==> config.mk <==
export PLATFORM = sky130hd
export DESIGN_NAME = fcr_flash_ctrl_regs
export DESIGN_NICKNAME = d
export VERILOG_FILES = /design/src/fcr_evt_irq.v /design/src/fcr_flash_ctrl_regs.v
export VERILOG_INCLUDE_DIRS = /design/src
export SDC_FILE = /design/constraint.sdc
export NUM_CORES = 1
export LEC_CHECK = 0
export BUFFER_PORTS_ARGS = -buffer_cell sky130_fd_sc_hd__buf_2
export CORE_MARGIN = 2
export CORE_UTILIZATION = 41
export DETAILED_ROUTE_END_ITERATION = 7
export GPL_ROUTABILITY_DRIVEN = 1
export GPL_TIMING_DRIVEN = 0
export PLACE_DENSITY = 0.76
export SETUP_SLACK_MARGIN = 0.3
export SLEW_MARGIN = 40
export SYNTH_ARGS = -nofsm -noshare
export SYNTH_HDL_FRONTEND = slang
export SYNTH_SLANG_ARGS = --single-unit
==> constraint.sdc <==
create_clock -name clock -period 1.55 [get_ports clock]
set_clock_uncertainty 0.2 [all_clocks]
set_input_delay 0.2325 -clock clock [delete_from_list [all_inputs] [get_ports clock]]
set_output_delay 0.2325 -clock clock [all_outputs]
set_load 0.02 [all_outputs]
==> src/fcr_defs.vh <==
`ifndef FCR_DEFS_VH
`define FCR_DEFS_VH

// register indexes; byte address is four times the index
`define FCR_IDX_CMD_INDEX     6'h02
`define FCR_IDX_FACTORY_RSV   6'h03
`define FCR_IDX_FLASH_CONFIG  6'h04
`define FCR_IDX_ERR_IRQ_CFG   6'h05
`define FCR_IDX_FLASH_STATUS  6'h06
`define FCR_IDX_ERR_STATUS    6'h07
`define FCR_IDX_ECC_ADDR_HI   6'h08
`define FCR_IDX_ECC_ADDR_LO   6'h09
`define FCR_IDX_IRQ_STATUS    6'h0a
`define FCR_IDX_IRQ_MASK      6'h0b

// bus address field holding the index
`define FCR_ADR_MSB           7
`define FCR_ADR_LSB           2

// command index register layout
`define FCR_CMD_INDEX_MSB     2
`define FCR_CMD_INDEX_RST     3'h0

// flash configuration register bit positions
`define FCR_CFG_CMD_DONE_IE   7
`define FCR_CFG_SUPPRESS_SF   4
`define FCR_CFG_FORCE_DF      1
`define FCR_CFG_FORCE_SF      0

// error irq configuration and error status bit positions
`define FCR_ERR_DF            1
`define FCR_ERR_SF            0

// flash status bit position
`define FCR_STAT_CMD_DONE     7

// interrupt status and mask layout
`define FCR_IRQ_W             3
`define FCR_IRQ_SF            0
`define FCR_IRQ_DF            1
`define FCR_IRQ_CMD           2
`define FCR_IRQ_RST           3'h0

// widths and reset values
`define FCR_REG_RST           8'h00
`define FCR_ECC_ADDR_RST      16'h0000
`define FCR_DAT_ZERO          32'h00000000

`endif

==> src/fcr_evt_irq.v <==
`timescale 1ns/1ps
`include "fcr_defs.vh"

module fcr_evt_irq (
	input  wire                   clock,
	input  wire                   reset,
	input  wire [`FCR_IRQ_W-1:0]  evt,
	input  wire                   rd_clr,
	input  wire                   mask_we,
	input  wire [`FCR_IRQ_W-1:0]  mask_wdata,
	output reg  [`FCR_IRQ_W-1:0]  status_r,
	output reg  [`FCR_IRQ_W-1:0]  mask_r,
	output wire                   irq
);

	reg [`FCR_IRQ_W-1:0] status_nxt;

	// a new event in the clearing cycle survives: set wins over clear
	always @*
	begin
		status_nxt = status_r;
		if (rd_clr)
			status_nxt = {`FCR_IRQ_W{1'b0}};
		status_nxt = status_nxt | evt;
	end

	// sticky status and mask storage
	always @(posedge clock)
	begin
		if (reset)
		begin
			status_r <= `FCR_IRQ_RST;
			mask_r   <= `FCR_IRQ_RST;
		end
		else
		begin
			status_r <= status_nxt;
			if (mask_we)
				mask_r <= mask_wdata;
		end
	end

	// level output while any unmasked status bit is set
	assign irq = |(status_r & mask_r);

endmodule // fcr_evt_irq

==> src/fcr_flash_ctrl_regs.v <==
// Summary of operation
// - index field selects which command array word software accesses next
// - index register: low three bits read/write, others read zero, reset zero
// - factory test register reads all zero and discards writes
// - config register has read/write bits 7, 4, 1, 0; others read zero
// - completion interrupt requested while enable and command complete flag set; the shared irq line takes the finish event through mask bit 2 instead
// - suppress bit clear: every single fault read is recorded in error status
// - suppress bit set: real single faults set no flag and no interrupt
// - force double set: every array read sets double flag; irq needs enable (the shared irq line needs mask bit 1 instead)
// - force double clear: double flag only on a real double fault
// - force double stays set until software writes it to zero
// - force single set: every array read sets single flag; irq needs enable (the shared irq line needs mask bit 0 instead)
// - force single clear: single flag only on a real single fault
// - force single stays set until software writes it to zero
// - forced single read leaves capture unchanged unless a real double fault, or a real single fault with suppress and force double clear
// - forcing applies to processor array reads only
// - complete flag reads one when idle; writing one launches, zero until done
// - separate enables gate double and single fault interrupt requests; the shared irq line uses mask bits 1 and 0 instead
//
// Our own choice: the Wishbone register port.
`timescale 1ns/1ps
`include "fcr_defs.vh"

module fcr_flash_ctrl_regs (
	input  wire        clock,
	input  wire        reset,
	input  wire        wb_cyc_i,
	input  wire        wb_stb_i,
	input  wire        wb_we_i,
	input  wire [7:0]  wb_adr_i,
	input  wire [3:0]  wb_sel_i,
	input  wire [31:0] wb_dat_i,
	output reg  [31:0] wb_dat_o,
	output reg         wb_ack_o,
	input  wire        cpu_array_rd,
	input  wire        ecc_single_err,
	input  wire        ecc_double_err,
	input  wire [15:0] ecc_fault_addr,
	input  wire        cmd_finished,
	output wire [2:0]  command_word_index,
	output reg         cmd_launch,
	output wire        cmd_done_irq,
	output wire        single_fault_irq,
	output wire        double_fault_irq,
	output wire        irq
);

	// bus access decode
	wire        req;
	wire        wr_take;
	wire        rd_take;
	wire [5:0]  reg_idx;
	wire [7:0]  wdat;

	// per-register write strobes and interrupt summary inputs
	wire        idx_we;
	wire        cfg_we;
	wire        err_cfg_we;
	wire        stat_we;
	wire        err_clr_we;
	wire        mask_we;
	wire        irq_rd_clr;
	wire [`FCR_IRQ_W-1:0] irq_evt;

	// register storage
	reg  [2:0]  cmd_index_r;
	reg         cmd_done_ie_r;
	reg         suppress_sf_r;
	reg         force_df_r;
	reg         force_sf_r;
	reg         df_irq_en_r;
	reg         sf_irq_en_r;
	reg         cmd_complete_flag_r;
	reg         double_fault_flag_r;
	reg         single_fault_flag_r;
	reg  [15:0] ecc_addr_r;

	// event and flag next values
	reg         cmd_complete_nxt;
	reg         df_flag_nxt;
	reg         sf_flag_nxt;
	reg  [7:0]  rd_mux;
	wire        sf_event;
	wire        df_event;
	wire        cmd_event;
	wire        capture_en;
	wire        launch_req;
	wire [`FCR_IRQ_W-1:0] irq_status;
	wire [`FCR_IRQ_W-1:0] irq_mask;

	// match of a register write to an index with lane 0 enabled
	function wr_hit;
		input [5:0] idx;
		input [5:0] target;
		input       take;
		input       lane0;
		begin
			wr_hit = take & lane0 & (idx == target);
		end
	endfunction

	assign req     = wb_cyc_i & wb_stb_i;
	assign reg_idx = wb_adr_i[`FCR_ADR_MSB:`FCR_ADR_LSB];
	assign wdat    = wb_dat_i[7:0];
	// writes act at the edge where the master sees ack high
	assign wr_take = req & wb_we_i & wb_ack_o;
	// reads latch data, and clear read-clear bits, as ack rises
	assign rd_take = req & ~wb_we_i & ~wb_ack_o;

	// one write strobe per writable register, byte lane 0 only
	assign idx_we     = wr_hit(reg_idx, `FCR_IDX_CMD_INDEX, wr_take,
		wb_sel_i[0]);
	assign cfg_we     = wr_hit(reg_idx, `FCR_IDX_FLASH_CONFIG, wr_take,
		wb_sel_i[0]);
	assign err_cfg_we = wr_hit(reg_idx, `FCR_IDX_ERR_IRQ_CFG, wr_take,
		wb_sel_i[0]);
	assign stat_we    = wr_hit(reg_idx, `FCR_IDX_FLASH_STATUS, wr_take,
		wb_sel_i[0]);
	assign err_clr_we = wr_hit(reg_idx, `FCR_IDX_ERR_STATUS, wr_take,
		wb_sel_i[0]);
	assign mask_we    = wr_hit(reg_idx, `FCR_IDX_IRQ_MASK, wr_take,
		wb_sel_i[0]);

	// ack one cycle after the request, dropped the cycle after,
	// so a request held high is answered only every other cycle
	always @(posedge clock)
	begin
		if (reset)
			wb_ack_o <= 1'b0;
		else
			wb_ack_o <= req & ~wb_ack_o;
	end

	// index storage; only software changes it
	always @(posedge clock)
	begin
		if (reset)
			cmd_index_r <= `FCR_CMD_INDEX_RST;
		else if (idx_we)
			cmd_index_r <= wdat[`FCR_CMD_INDEX_MSB:0];
	end

	// configuration storage; array reads never touch the force bits
	always @(posedge clock)
	begin
		if (reset)
		begin
			cmd_done_ie_r <= 1'b0;
			suppress_sf_r <= 1'b0;
			force_df_r    <= 1'b0;
			force_sf_r    <= 1'b0;
		end
		else if (cfg_we)
		begin
			cmd_done_ie_r <= wdat[`FCR_CFG_CMD_DONE_IE];
			suppress_sf_r <= wdat[`FCR_CFG_SUPPRESS_SF];
			force_df_r    <= wdat[`FCR_CFG_FORCE_DF];
			force_sf_r    <= wdat[`FCR_CFG_FORCE_SF];
		end
	end

	// separate fault interrupt enables
	always @(posedge clock)
	begin
		if (reset)
		begin
			df_irq_en_r <= 1'b0;
			sf_irq_en_r <= 1'b0;
		end
		else if (err_cfg_we)
		begin
			df_irq_en_r <= wdat[`FCR_ERR_DF];
			sf_irq_en_r <= wdat[`FCR_ERR_SF];
		end
	end

	// the index steers the outside command array word select
	assign command_word_index = cmd_index_r;

	// fault events, qualified by a processor array read
	assign df_event = cpu_array_rd &
		(ecc_double_err | force_df_r);
	// forcing still sets the flag even when reporting is suppressed
	assign sf_event = cpu_array_rd & (force_sf_r |
		(ecc_single_err & ~suppress_sf_r));

	// capture only on real faults, so forced reads keep old contents;
	// while double forcing, only a real double fault may overwrite it
	assign capture_en = cpu_array_rd & (ecc_double_err |
		(ecc_single_err & ~suppress_sf_r & ~force_df_r));

	// launch only from idle; a write while busy is ignored
	assign launch_req = stat_we & wdat[`FCR_STAT_CMD_DONE] &
		cmd_complete_flag_r;

	// completion event: a running command finishes
	assign cmd_event = cmd_finished & ~cmd_complete_flag_r;

	// summary events and the clear-on-read strobe for the shared line
	assign irq_evt    = {cmd_event, df_event, sf_event};
	assign irq_rd_clr = rd_take & (reg_idx == `FCR_IDX_IRQ_STATUS);

	// complete flag next value; launch and finish never coincide
	always @*
	begin
		cmd_complete_nxt = cmd_complete_flag_r;
		if (launch_req)
			cmd_complete_nxt = 1'b0;
		if (cmd_event)
			cmd_complete_nxt = 1'b1;
	end

	// double flag next value; a hardware set wins over a software clear
	always @*
	begin
		df_flag_nxt = double_fault_flag_r;
		if (err_clr_we & wdat[`FCR_ERR_DF])
			df_flag_nxt = 1'b0;
		if (df_event)
			df_flag_nxt = 1'b1;
	end

	// single flag next value; same priority as the double flag
	always @*
	begin
		sf_flag_nxt = single_fault_flag_r;
		if (err_clr_we & wdat[`FCR_ERR_SF])
			sf_flag_nxt = 1'b0;
		if (sf_event)
			sf_flag_nxt = 1'b1;
	end

	// complete flag is one after reset so software sees an idle unit
	always @(posedge clock)
	begin
		if (reset)
			cmd_complete_flag_r <= 1'b1;
		else
			cmd_complete_flag_r <= cmd_complete_nxt;
	end

	// double fault flag
	always @(posedge clock)
	begin
		if (reset)
			double_fault_flag_r <= 1'b0;
		else
			double_fault_flag_r <= df_flag_nxt;
	end

	// single fault flag
	always @(posedge clock)
	begin
		if (reset)
			single_fault_flag_r <= 1'b0;
		else
			single_fault_flag_r <= sf_flag_nxt;
	end

	// address of the last captured real fault; a real single fault is not captured under suppress or double forcing
	always @(posedge clock)
	begin
		if (reset)
			ecc_addr_r <= `FCR_ECC_ADDR_RST;
		else if (capture_en)
			ecc_addr_r <= ecc_fault_addr;
	end

	// launch pulse for the sequencer, one cycle after the launching write
	always @(posedge clock)
	begin
		if (reset)
			cmd_launch <= 1'b0;
		else
			cmd_launch <= launch_req;
	end

	// completion request follows the idle flag while enabled
	assign cmd_done_irq     = cmd_done_ie_r & cmd_complete_flag_r;

	// per-source request levels drop as soon as flag or enable clears
	assign double_fault_irq = df_irq_en_r & double_fault_flag_r;
	assign single_fault_irq = sf_irq_en_r & single_fault_flag_r;

	// sticky event summary for the shared interrupt line
	fcr_evt_irq u_evt_irq (
		.clock      (clock),
		.reset      (reset),
		.evt        (irq_evt),
		.rd_clr     (irq_rd_clr),
		.mask_we    (mask_we),
		.mask_wdata (wdat[`FCR_IRQ_W-1:0]),
		.status_r   (irq_status),
		.mask_r     (irq_mask),
		.irq        (irq)
	);

	// read multiplexer; unmapped and reserved indexes read zero
	always @*
	begin
		rd_mux = `FCR_REG_RST;
		case (reg_idx)
			`FCR_IDX_CMD_INDEX:
				rd_mux[`FCR_CMD_INDEX_MSB:0] = cmd_index_r;
			`FCR_IDX_FACTORY_RSV:
				rd_mux = `FCR_REG_RST;
			`FCR_IDX_FLASH_CONFIG:
			begin
				rd_mux[`FCR_CFG_CMD_DONE_IE] = cmd_done_ie_r;
				rd_mux[`FCR_CFG_SUPPRESS_SF] = suppress_sf_r;
				rd_mux[`FCR_CFG_FORCE_DF]    = force_df_r;
				rd_mux[`FCR_CFG_FORCE_SF]    = force_sf_r;
			end
			`FCR_IDX_ERR_IRQ_CFG:
			begin
				rd_mux[`FCR_ERR_DF] = df_irq_en_r;
				rd_mux[`FCR_ERR_SF] = sf_irq_en_r;
			end
			`FCR_IDX_FLASH_STATUS:
				rd_mux[`FCR_STAT_CMD_DONE] = cmd_complete_flag_r;
			`FCR_IDX_ERR_STATUS:
			begin
				rd_mux[`FCR_ERR_DF] = double_fault_flag_r;
				rd_mux[`FCR_ERR_SF] = single_fault_flag_r;
			end
			`FCR_IDX_ECC_ADDR_HI:
				rd_mux = ecc_addr_r[15:8];
			`FCR_IDX_ECC_ADDR_LO:
				rd_mux = ecc_addr_r[7:0];
			`FCR_IDX_IRQ_STATUS:
				rd_mux[`FCR_IRQ_W-1:0] = irq_status;
			`FCR_IDX_IRQ_MASK:
				rd_mux[`FCR_IRQ_W-1:0] = irq_mask;
			default:
				rd_mux = `FCR_REG_RST;
		endcase
	end

	// read data is latched as ack rises and held through the ack cycle;
	// upper bytes stay zero since every register is eight bits wide
	always @(posedge clock)
	begin
		if (reset)
			wb_dat_o <= `FCR_DAT_ZERO;
		else if (rd_take)
			wb_dat_o <= {24'h000000, rd_mux};
	end

endmodule // fcr_flash_ctrl_regs

After elaboration in Yosys (flattened, before gate mapping)
Index checks and enable logic that the tools add are counted.

Bits in read-only memories: 0. Output and inout port bits: 41. Bits of input ports: 69. Memory bits (writable): 0. Flip-flop bits (word level): 44. Memories: 0. Bits in latches: 0.

Bitwise gates (word level): 37. Multiplexer cells: 11. Div/mod/pow operators: 0. Add/sub/neg operators: 0. Equal/unequal tests: 9. $lt $le $gt $ge: 0. Shifts and indexed selects: 0. Reduce and logical (&&, ||, !) cells: 4. Multiply operators: 0.

Operator list (number): $and 1x1->1 (27); $eq 6x3->1 const B (4); $eq 6x4->1 const B (4); $pmux 2 s8 (1); $eq 6x2->1 const B (1); $not 1->1 (5); $pmux 1 s5 (1); $mux 1 (4); $pmux 1 s4 (1); $pmux 2 s2 (1); $reduce_bool 2->1 (2); $and 3x3->3 (1); $mux 3 (1); $or 1x1->1 (3); $or 3x3->3 (1); $pmux 1 s3 (1); $reduce_or 3->1 (1); $pmux 1 s2 (1); $reduce_or 2->1 (1).

Logic depth before layout (Yosys ltp)
Gate-level depths: netlist of the first run.

Depth after elaboration: 8. Depth in mapped cells: 6. Gate-level depth less buffers: 5.

Hierarchy
Synthesis of the first run repeated with hierarchy kept, for this count alone.

Cell total of the unflattened synthesis: 242. Area, all modules: 2187.1 um^2.

Modules (own cells, without submodules): fcr_flash_ctrl_regs (area an instance 1966.9 um^2, instances 1, cells an instance 219); fcr_evt_irq (area an instance 220.2 um^2, instances 1, cells an instance 23).

Least setup slack after synthesis of the first run
No wires, ideal clock.

Path kind: reg-to-reg. From: reg wb_ack_o. To: reg double_fault_flag_r. Library setup time: 132 ps. Path slack: -118 ps. Data arrival time: 1336 ps. Stages on the path, launching flop included: 7. Cells stage by stage: dfxtp_1 > nand3_1 > nor2_1 > clkbuf_1 > nand3_1 > o21ai_0 > a21oi_1.

Cells in the longest elaborated chain, start to end: 5.

Ends and longest elaborated chain: from (decl) (line fcr_flash_ctrl_regs.v:34) `output reg wb_ack_o,`; from (signal assigned) (line fcr_flash_ctrl_regs.v:131) `wb_ack_o <= req & ~wb_ack_o;`; $and 1x1->1 (line fcr_flash_ctrl_regs.v:106) `assign wr_take = req & wb_we_i & wb_ack_o;`; $and 1x1->1 (2 in series) (line fcr_flash_ctrl_regs.v:98) `wr_hit = take & lane0 & (idx == target);`; $and 1x1->1 (line fcr_flash_ctrl_regs.v:217) `` if (err_clr_we & wdat[`FCR_ERR_DF]) ``; $reduce_bool 2->1 (no line); to (signal assigned) (line fcr_flash_ctrl_regs.v:248) `double_fault_flag_r <= df_flag_nxt;`; to (decl) (line fcr_flash_ctrl_regs.v:74) `reg double_fault_flag_r;`.

No other way between the ends. A chain may end at the register's enable or synchronous reset.

Final worst setup path of the first run
From: reg u_evt_irq.status_r[1]. To: out irq.

Cells in the longest elaborated chain, start to end: 2.

Ends and longest elaborated chain: from (decl) (line fcr_evt_irq.v:11) `` output reg [`FCR_IRQ_W-1:0] status_r, ``; from (signal assigned) (line fcr_evt_irq.v:32) `` status_r <= `FCR_IRQ_RST; ``; from (signal assigned) (line fcr_evt_irq.v:37) `status_r <= status_nxt;`; $and 3x3->3 (line fcr_evt_irq.v:44) `assign irq = |(status_r & mask_r);`; $reduce_or 3->1 (line fcr_evt_irq.v:44); to (decl) (line fcr_flash_ctrl_regs.v:45) `output wire irq`.

No other way between the ends.

==> results of run 1 <==
cell usage in the layout (no fill, tap or decap), types with 7 or more instances in the layout:
cell	synthesis	final
buf_2	2	34
buf_4	25	50
buf_6	0	21
clkbuf_1	8	7
conb_1	1	24
dfxtp_1	44	23
dfxtp_2	0	18
dlygate4sd3_1	0	17
mux2_2	9	8
mux2i_1	21	20
nand2_1	15	8
nor2_1	34	31
flip-flops by register name, summed over array words and instances (netlist names):
name                 cells
cmd_complete_flag_r      1
cmd_done_ie_r            1
cmd_launch               1
command_word_index       3
df_irq_en_r              1
double_fault_flag_r      1
ecc_addr_r              16
force_df_r               1
force_sf_r               1
sf_irq_en_r              1
single_fault_flag_r      1
suppress_sf_r            1
u_evt_irq.mask_r         3
u_evt_irq.status_r       3
wb_ack_o                 1
wb_dat_o                 8
area by class of cell:
cell class                 count  area share, %
multi-input combinational    177           38.8
inverter                       3          0.308
clock buffer                   8           2.46
sequential                    44           25.0
timing repair buffer         102           23.5
buffer                        35           7.53
tap                           70           2.40
worst max-delay path by stage:
stage / start / end / slack [ns] / depth (start not counted)
after global placement: wb_adr_i[6] / wb_dat_o[0]$_SDFFE_PP0P_ / -0.26 / 6
after CTS: u_evt_irq.mask_r[1]$_SDFFE_PP0P_ / irq / -0.12 / 3
after floorplan: wb_adr_i[6] / wb_dat_o[1]$_SDFFE_PP0P_ / -0.009 / 5
final: u_evt_irq.status_r[1]$_SDFF_PP0_ / irq / -0.10 / 3
after detailed placement: wb_adr_i[6] / wb_dat_o[1]$_SDFFE_PP0P_ / -0.30 / 6
after global routing: u_evt_irq.status_r[1]$_SDFF_PP0_ / irq / -0.17 / 3
cell families after synthesis:
group           Yosys count
compound gates           32
xor+xnor                  1
buf+inv                  38
flops                    44
mux                      32
other cells               1
simple gates             88
what timing repair did:
action,CTS,global route
setup endpoints to repair,52,57
buffers inserted,24,8
hold buffers,17,0
resized for setup,88,46
cloned,1,0
pin swaps,41,27
hold endpoints to repair,17,0
power breakdown:
group	internal (W)	switching, W
clock	0.000364	0.000377
combinational	0.000256	0.000250
sequential	0.00116	0.0000253
total	0.00178	0.000652
metal layers:
metal | up-vias | global-route usage, % | share of wire, %
met5 | - | 0 | 0
met4 | 0 | 7.82 | 1.6
met3 | 10 | 4.62 | 5.1
met2 | 95 | 36.1 | 51
met1 | 1015 | 27.0 | 42
li1 | 1038 | - | -
through the flow:
stage               instance area (um2)  utilization, %  worst slack, ns  hold slack, ns  TNS (ns)
floorplan                          2310               -         -0.00935           0.172   -0.0103
detailed placement                 2660            52.0           -0.299           0.238     -6.49
global placement                   2660            52.0           -0.262           0.236     -6.10
global route                       3650            71.6           -0.173          0.0219     -1.73
finish                             3650            71.6           -0.103          0.0171    -0.578
CTS                                3420            67.0           -0.122         0.00230    -0.189
worst max-delay path, stage by stage (launching register included):
cell and delay, ns:
dfxtp_2 0.32, a222oi_1 0.36, inv_1 0.11, buf_6 0.14
==> run summary, run 1 <==
Status - complete, but fails checks
Failing checks - negative setup slack
HPWL Detailed - 3800 um
Crit share post-route - 107%
Simple-gate area share of the yosys netlist - 21.4%
Worst VDD drop - 0.390 mV
Sequential share of the synthesized area - 40.8%
CTS H-tree lvls - 2
Hold endpoint - cmd_done_ie_r$_SDFFE_PP0P_
Clock latency at the later pin of the worst-skew pair - 0.29 ns
Register area - 915 um2
Vias in the first global route - 2011
Root Driver - clkbuf_8
Worst hold path stage count - 3
Largest family of logic cells by synthesized area - simple AND/OR/NAND/NOR gates
Required time of the critical path - 1.12 ns
PwrDens - 666 nW/um2
Ys Warns - 0
Lkg Pwr - 1.64 nW
Overflow left after global routing - 0
Crit path capture type - output pin
Final Slew Violations - 0
RePlAce Congestion - 0.821
Synthesized cell area - 2160 um2
CP arrival - 1.22 ns
Asr flop ratio synth - 0%
Final Hold Violating Endpoints - 0
Total Power - 0.00244 W
Fin crit period - 1.65 ns
Number of synthesized flops with an enable pin - 0
Number of setup violations in the final report - 13
Initial antenna violation count - 0
Cell taking the most area after synthesis - dfxtp_1
Fmax - 605 MHz
RSZ-0062 raised after global routing - yes
Routed WL - 6890 um
FF-to-FF End - ecc_addr_r[6]$_SDFFE_PP0P_
Post-synth top area share - 40.8%
Drt pass-1 iters - 4
Die H - 76.6 um
Die ar. - 5860 um2
N_diodes - 0
Post-synthesis mux area share - 16.5%
Cell with the most instances after synthesis - dfxtp_1
Final Net Count - 437
Site Rows - 26
CP Max Fanout - 2
I/O Buffers - 52
CTS buffer count - 5
Syn Area/Cell - 9.15 um2
Synth top area cells - dfxtp_1, mux2i_1, buf_4, nor2_1, mux2_2
Core Area - 5110 um2
Largest net degree at the start of global routing - 13
CTS clock-pin slew for the worst setup and hold paths - 0.08 ns
Vias - 2158
Hold Crit Start - wb_dat_i[7]
Boundary Pins - 110
Ys flop type - dfxtp_1
Sink Count - 44
Setup ws final - -0.103 ns
Crit start category - flop
Reg2reg path depth - 7
Type of the most critical hold path - input pin to flop
XOR/XNOR Fraction of Synth Area - 0.406%
TritonCTS clock tree - built
Global-route wire length before repair - 9900 um
Die W - 76.6 um
Netlist cell types - 36
Complex-gate fraction of the synthesized area - 9.62%
Detailed Route Iter0 Violations - 175
Share of cells above drive strength 1 - 56.6%
Dpl cells - 381
Number of remaining DRC errors - 0
Starting Density - 42.3%
Multi-input logic area - 1420 um2
Area Overhead vs Synth - 69.2%
Post-Synth Adder-Cell Area - 0%
Detail Route Antenna Nets - 0
Tot GR Track Use - 21.5%
Post-synth top cells - dfxtp_1, nor2_1, buf_4
CP Class - flop to output pin
Worst r2r src - suppress_sf_r$_SDFFE_PP0P_
Tightest Pin Transition - 0.663 ns
Fill cells - 352
Reg2reg setup slack - -0.09 ns
CTS max path bufs - 2
DR WL/cell - 15.7 um
Layout Cells excl Fill - 439
# Max-Cap Violations - 0
Cells after Synth - 236
Vias per cell - 4.92
#FFs+latches synth - 44
Max_slew headroom - 55.8%
Note: power is estimated with default switching activity, not from simulation.
==> run 2: changes to the inputs <==
--- a/config.mk
+++ b/config.mk
@@ -7,6 +7,7 @@
 export NUM_CORES = 1
 export LEC_CHECK = 0
 export BUFFER_PORTS_ARGS = -buffer_cell sky130_fd_sc_hd__buf_2
+export CORE_ASPECT_RATIO = 0.75
 export CORE_MARGIN = 2
 export CORE_UTILIZATION = 41
 export DETAILED_ROUTE_END_ITERATION = 7
==> run 2 against run 1 <==
Against the previous run:
- power rose by 8.3%
- utilization grew 3.1 points
- the run still ends with negative setup slack left
- count of clock-buffer cells in the layout fell by 2
- register-to-register slack about the same
- clock power up 28%
- largest cell class unchanged
- combinational power barely moved
- critical endpoint unchanged
- setup slack lost 0.0033 ns
- first-iteration DRC count is 3.4% lower
- via count up 1.6%
- sequential power about the same
==> run summary, run 2 (synthesis gave the netlist of run 1 again) <==
Final Hold Violating Endpoints - 0 (unchanged)
Final Slew Violations - 0 (unchanged)
Core Area - 4980 um2 (-2.4%)
Sink Count - 44 (unchanged)
DR WL/cell - 16.5 um (+5.0%)
Max reg flops - 16 (unchanged)
Commonest non-fill, non-tap cell in the layout - buf_4
Layout Utilization - 74.7% (+3.1 points)
Detail Route Antenna Nets - 0 (unchanged)
Boundary Pins - 110 (unchanged)
Fill cells - 305 (-13%)
Combinational cell fraction of total power - 19.1% (-1.7 points)
Site Rows - 22 (-15%)
Post-DP Area - 2660 um2 (about the same)
Fin crit period - 1.66 ns (+0.00327 ns)
Global-route wire length before repair - 9800 um (-0.98%)
Required time of the critical path - 1.12 ns (about the same)
Regs by FF count - ecc_addr_r (16), wb_dat_o (8)
Tightest Pin Transition - 0.663 ns (+0.000632 ns)
Share of cells above drive strength 1 - 57.3% (+0.66 points)
Fmax - 604 MHz (-0.20%)
Sequential share of power - 44.9% (-3.9 points)
Status - complete, but fails checks
Number of remaining DRC errors - 0 (unchanged)
Crit share post-route - 107% (+0.21 points)
Initial antenna violation count - 0 (unchanged)
Final instance area - 3720 um2 (+1.8%)
# Max-Cap Violations - 0 (unchanged)
Detailed Route Iter0 Violations - 169 (-3.4%)
Crit path largest cell delay - 0.35 ns (about the same)
Clock latency at the later pin of the worst-skew pair - 0.30 ns (about the same)
CTS clock-pin slew for the worst setup and hold paths - 0.08 ns (about the same)
Routed WL - 7170 um (+4.1%)
HPWL Detailed - 4060 um (+6.8%)
Failing checks - negative setup slack
CP arrival - 1.22 ns (about the same)
Drt pass-1 iters - 5 (+1)
RePlAce Congestion - 0.853 (+3.8%)
Type of the most critical hold path - input pin to flop
Vias in the first global route - 1913 (-4.9%)
Vias per cell - 5.04 (+2.6%)
Overflow left after global routing - 0 (unchanged)
CP Max Fanout - 3 (+1)
Die W - 87.8 um (+15%)
Dpl cells - 383 (+0.52%)
Net Sw Power - 0.000659 W (+0.99%)
TritonCTS clock tree - built
Largest net degree at the start of global routing - 14 (+1)
PwrDens - 709 nW/um2 (+6.4%)
CTS H-tree lvls - 2 (unchanged)
CTS max path bufs - 2 (unchanged)
N_diodes - 0 (unchanged)
Layout Cells excl Fill - 435 (-0.91%)
I/O Buffers - 52 (unchanged)
Final Net Count - 432 (-1.1%)
RSZ-0062 raised after global routing - yes
Crit path capture type - output pin
Post-Place Worst Slack - -0.476 ns (-0.177 ns)
Int Pwr - 0.00198 W (+11%)
Clock power frac - 36.0% (+5.6 points)
Lkg Pwr - 1.64 nW (+0.32%)
CTS buffer count - 5 (unchanged)
Biggest register - ecc_addr_r
Number of setup violations in the final report - 12 (-1)
Crit start category - flop
Commonest cells after routing, fill and taps aside - buf_4, buf_2, nor2_1
Vias - 2193 (+1.6%)
Die H - 66.9 um (-13%)
Net Sw Frac - 25.0% (-1.8 points)
Fin Setup TNS - -0.463 ns (+0.115 ns)
Max_slew headroom - 55.8% (about the same)
Worst VDD drop - 0.433 mV (+11%)
CP Class - flop to output pin
Root Driver - clkbuf_8
Starting Density - 43.3% (+1.1 points)
CP max-delay cell - a222oi_1
Crit-path cells - a222oi_1, inv_1, buf_6
Setup ws final - -0.106 ns (-0.00328 ns)
Die ar. - 5870 um2 (+0.10%)
Area Overhead vs Synth - 72.2%
Tot GR Track Use - 22.3% (+0.86 points)
-- run 2: per-layer routing --
layer | track usage (%) | routed length [um]
met1 | 31.3 | 3060
met2 | 34.5 | 3490
met3 | 4.83 | 519
met4 | 6.35 | 91
met5 | 0 | 0
-- run 2: cell type report --
class | instances | area, um2 | area share [%]
Clock inverter | 1 | 30.0 | 0.807
Tap cell | 72 | 90.1 | 2.42
Sequential cell | 44 | 918 | 24.7
Clock buffer | 6 | 93.8 | 2.52
Multi-Input combinational cell | 177 | 1480 | 39.7
Inverter | 3 | 11.3 | 0.303
Timing Repair Buffer | 97 | 807 | 21.7
Buffer | 35 | 292 | 7.84
-- run 2: power by group through the flow --
stage          Clock (W)  Combinational [W]  Sequential, W
2_1_floorplan          0           0.000250        0.00121
3_3_place_gp           0           0.000352        0.00121
4_1_cts         0.000970           0.000461        0.00119
3_5_place_dp           0           0.000357        0.00121
6_report        0.000950           0.000503        0.00119
5_1_grt          0.00102           0.000532        0.00119
-- run 2: final timing paths --
path	start	to	slack, ns	cells after the start
worst min-delay path	ecc_fault_addr[15]	ecc_addr_r[15]$_SDFFE_PP0P_	0.005	3
worst max-delay path	u_evt_irq.status_r[1]$_SDFF_PP0_	irq	-0.11	3
worst min register to register	wb_dat_o[0]$_SDFFE_PP0P_	wb_dat_o[0]$_SDFFE_PP0P_	0.25	2
worst max register to register	single_fault_flag_r$_SDFFE_PP0P_	wb_dat_o[0]$_SDFFE_PP0P_	-0.09	5
-- run 2: timing repair --
action / 4_1_cts / 5_1_grt
resized for setup: 99 / 47
hold buffers: 16 / 0
endpoints found under the setup margin: 52 / 57
gates cloned: 1 / 0
buffers inserted: 19 / 9
hold endpoints to repair: 16 / 0
pin swaps: 34 / 22
-- run 2: through the flow --
step                      total power (W)  hold WS (ns)
after floorplan                   0.00146         0.172
after global placement            0.00156         0.238
after detailed placement          0.00157         0.250
after CTS                         0.00262       0.00204
after global routing              0.00274     -0.000933
final                             0.00264       0.00462
-- run 2: worst max-delay path: cells and delay by family (launching register included) --
family / cells / cell delay (ns)
buffers and inverters: 2 / 0.24
flip-flops: 1 / 0.34
AO/OA/AOI/OAI: 1 / 0.35
==> run 3: changes to the inputs <==
--- a/config.mk
+++ b/config.mk
@@ -7,13 +7,16 @@
 export NUM_CORES = 1
 export LEC_CHECK = 0
 export BUFFER_PORTS_ARGS = -buffer_cell sky130_fd_sc_hd__buf_2
+export CELL_PAD_IN_SITES_DETAIL_PLACEMENT = 1
+export CELL_PAD_IN_SITES_GLOBAL_PLACEMENT = 1
 export CORE_ASPECT_RATIO = 0.75
 export CORE_MARGIN = 2
-export CORE_UTILIZATION = 41
+export CORE_UTILIZATION = 29
 export DETAILED_ROUTE_END_ITERATION = 7
 export GPL_ROUTABILITY_DRIVEN = 1
 export GPL_TIMING_DRIVEN = 0
-export PLACE_DENSITY = 0.76
+export HOLD_SLACK_MARGIN = 0.12
+export PLACE_DENSITY_LB_ADDON = 0.1
 export SETUP_SLACK_MARGIN = 0.3
 export SLEW_MARGIN = 40
 export SYNTH_ARGS = -nofsm -noshare
==> run 3 against run 2 <==
Against the previous run:
- the flow still finishes with violations (negative setup slack)
- first-iteration DRC count shrank 67%
- critical path type unchanged
- routed wire length up 11%
- critical endpoint unchanged
- non-clock buffer count is 20 higher
==> run summary, run 3 (synthesis gave the netlist of run 1 again) <==
Fmax - 598 MHz (-0.98%)
Tightest Pin Transition - 0.660 ns (-0.00296 ns)
Biggest register - ecc_addr_r
Max reg flops - 16 (unchanged)
Fill cells - 840 (+180%)
Boundary Pins - 110 (unchanged)
Area Overhead vs Synth - 80.0%
CTS H-tree lvls - 2 (unchanged)
Crit start category - flop
Crit-path cells - a222oi_1, inv_1, buf_6
Lkg Pwr - 1.74 nW (+5.9%)
Root Driver - clkbuf_8
DR WL/cell - 16.3 um (-0.81%)
CP Class - flop to output pin
Tot GR Track Use - 18.5% (-3.9 points)
Core Area - 7260 um2 (+46%)
Number of remaining DRC errors - 0 (unchanged)
Routed WL - 7930 um (+11%)
Crit path capture type - output pin
Site Rows - 27 (+23%)
Crit path largest cell delay - 0.37 ns (+0.02 ns)
Min Hold Slack - 0.0611 ns (+0.0565 ns)
CP arrival - 1.24 ns (+0.02 ns)
HPWL Detailed - 4800 um (+18%)
# Max-Cap Violations - 0 (unchanged)
Worst VDD drop - 0.311 mV (-28%)
Overflow left after global routing - 0 (unchanged)
Cts hold-fix bufs - 23 (+7)
Largest net degree at the start of global routing - 14 (unchanged)
Status - complete, but fails checks
Commonest non-fill, non-tap cell in the layout - buf_4
Clock latency at the later pin of the worst-skew pair - 0.30 ns (about the same)
I/O Buffers - 52 (unchanged)
Fin crit period - 1.67 ns (+0.0164 ns)
CP max-delay cell - a222oi_1
N_diodes - 0 (unchanged)
Detailed Route Iter0 Violations - 56 (-67%)
Final Net Count - 452 (+4.6%)
Sink Count - 44 (unchanged)
Multi-input logic area - 1460 um2 (-1.5%)
Starting Density - 29.7% (-14 points)
Layout Utilization - 53.5% (-21 points)
Commonest cells after routing, fill and taps aside - buf_4, buf_2, nor2_1
RSZ-0062 raised after global routing - yes
CP Max Fanout - 2 (-1)
Drt pass-1 iters - 4 (-1)
WL met2 - 3760 um (+7.6%)
Die ar. - 8160 um2 (+39%)
TritonCTS clock tree - built
RePlAce Congestion - 0.771 (-9.5%)
Vias - 2191 (-0.091%)
CTS clock-pin slew for the worst setup and hold paths - 0.09 ns (about the same)
Final Hold Violating Endpoints - 0 (unchanged)
CTS max path bufs - 2 (unchanged)
Die H - 78.7 um (+18%)
Max_slew headroom - 56.0% (+0.20 points)
Share of cells above drive strength 1 - 59.1% (+1.8 points)
CTS buffer count - 5 (unchanged)
Type of the most critical hold path - input pin to flop
Vias in the first global route - 2151 (+12%)
Failing checks - negative setup slack
Global-route wire length before repair - 11700 um (+19%)
Crit share post-route - 108% (+1.1 points)
Number of setup violations in the final report - 12 (unchanged)
Met3 routed WL - 353 um (-32%)
Final Slew Violations - 0 (unchanged)
Regs by FF count - ecc_addr_r (16), wb_dat_o (8)
Vias per cell - 4.52 (-10%)
Required time of the critical path - 1.12 ns (about the same)
Max layer used - met4
Setup ws final - -0.122 ns (-0.0164 ns)
Die W - 104 um (+18%)
Register area - 912 um2 (-0.68%)
PwrDens - 648 nW/um2 (-8.7%)
Initial antenna violation count - 0 (unchanged)
Wl on met1 - 3740 um (+22%)
Detail Route Antenna Nets - 0 (unchanged)
## run 3: cell count changes in the layout (fill, tap and decap cells not counted), moves of 2 or more
cell           change
dlygate4sd3_1      +7
clkbuf_16          -2
nand2_4            -2
nand3_4            +2
clkinv_2           +2
a21oi_1            -3
a21oi_2            +3
nand3_2            -2
nand2_1            -5
dfxtp_4            -2
nand2_2            +8
buf_8              +2
buf_6              +6
buf_4              +7
## run 3: layout make-up
type                            instances  area share (%)
Buffer                                 35            7.12
Multi-Input combinational cell        177            37.4
Clock buffer                            6            2.12
Tap cell                              101            3.25
Clock inverter                          2           0.258
Timing Repair Buffer                  117            26.0
Inverter                                3           0.290
Sequential cell                        44            23.5
## run 3: final timing paths
path / start / end / slack (ns) / depth (start not counted)
min: wb_adr_i[6] / wb_dat_o[1]$_SDFFE_PP0P_ / 0.06 / 4
max: u_evt_irq.mask_r[1]$_SDFFE_PP0P_ / irq / -0.12 / 3
min reg2reg: u_evt_irq.status_r[1]$_SDFF_PP0_ / u_evt_irq.status_r[1]$_SDFF_PP0_ / 0.27 / 2
max reg2reg: sf_irq_en_r$_SDFFE_PP0P_ / wb_dat_o[0]$_SDFFE_PP0P_ / -0.08 / 5
## run 3: metrics by stage
step	setup slack [ns]	power (W)	setup TNS, ns	std cells	area [um2]
final	-0.122	0.00252	-0.351	485	3890
after global routing	-0.210	0.00262	-1.98	485	3890
after CTS	-0.131	0.00248	-0.256	470	3550
after detailed placement	-0.381	0.00158	-8.25	412	2700
after global placement	-0.384	0.00158	-7.97	412	2700
after floorplan	-0.00935	0.00146	-0.0103	259	2310
## run 3: metal layers
| metal | GRT usage [%] | vias to the layer above |
|---|---|---|
| met2 | 31.4 | 57 |
| met1 | 24.3 | 1051 |
| met3 | 4.02 | 9 |
| met5 | 0 | - |
| met4 | 4.05 | 0 |
| li1 | - | 1074 |
## run 3: where the power goes
group          leakage [nW]  switching, W  internal, W
logic                  1.32      0.000264     0.000284
registers             0.368     0.0000251      0.00117
clock network        0.0510      0.000421     0.000357
## run 3: critical path, delay by kind of cell, from the launching register on
kind,cells,cell delay [ns]
compound gates,1,0.37
buf+inv,2,0.25
flops,1,0.33
## run 3: repair_timing
action	CTS	global route
hold endpoints to repair	37	2
setup endpoints to repair	53	55
cloned	1	0
setup buffers	26	15
pin swaps	40	26
gates resized for setup	89	60
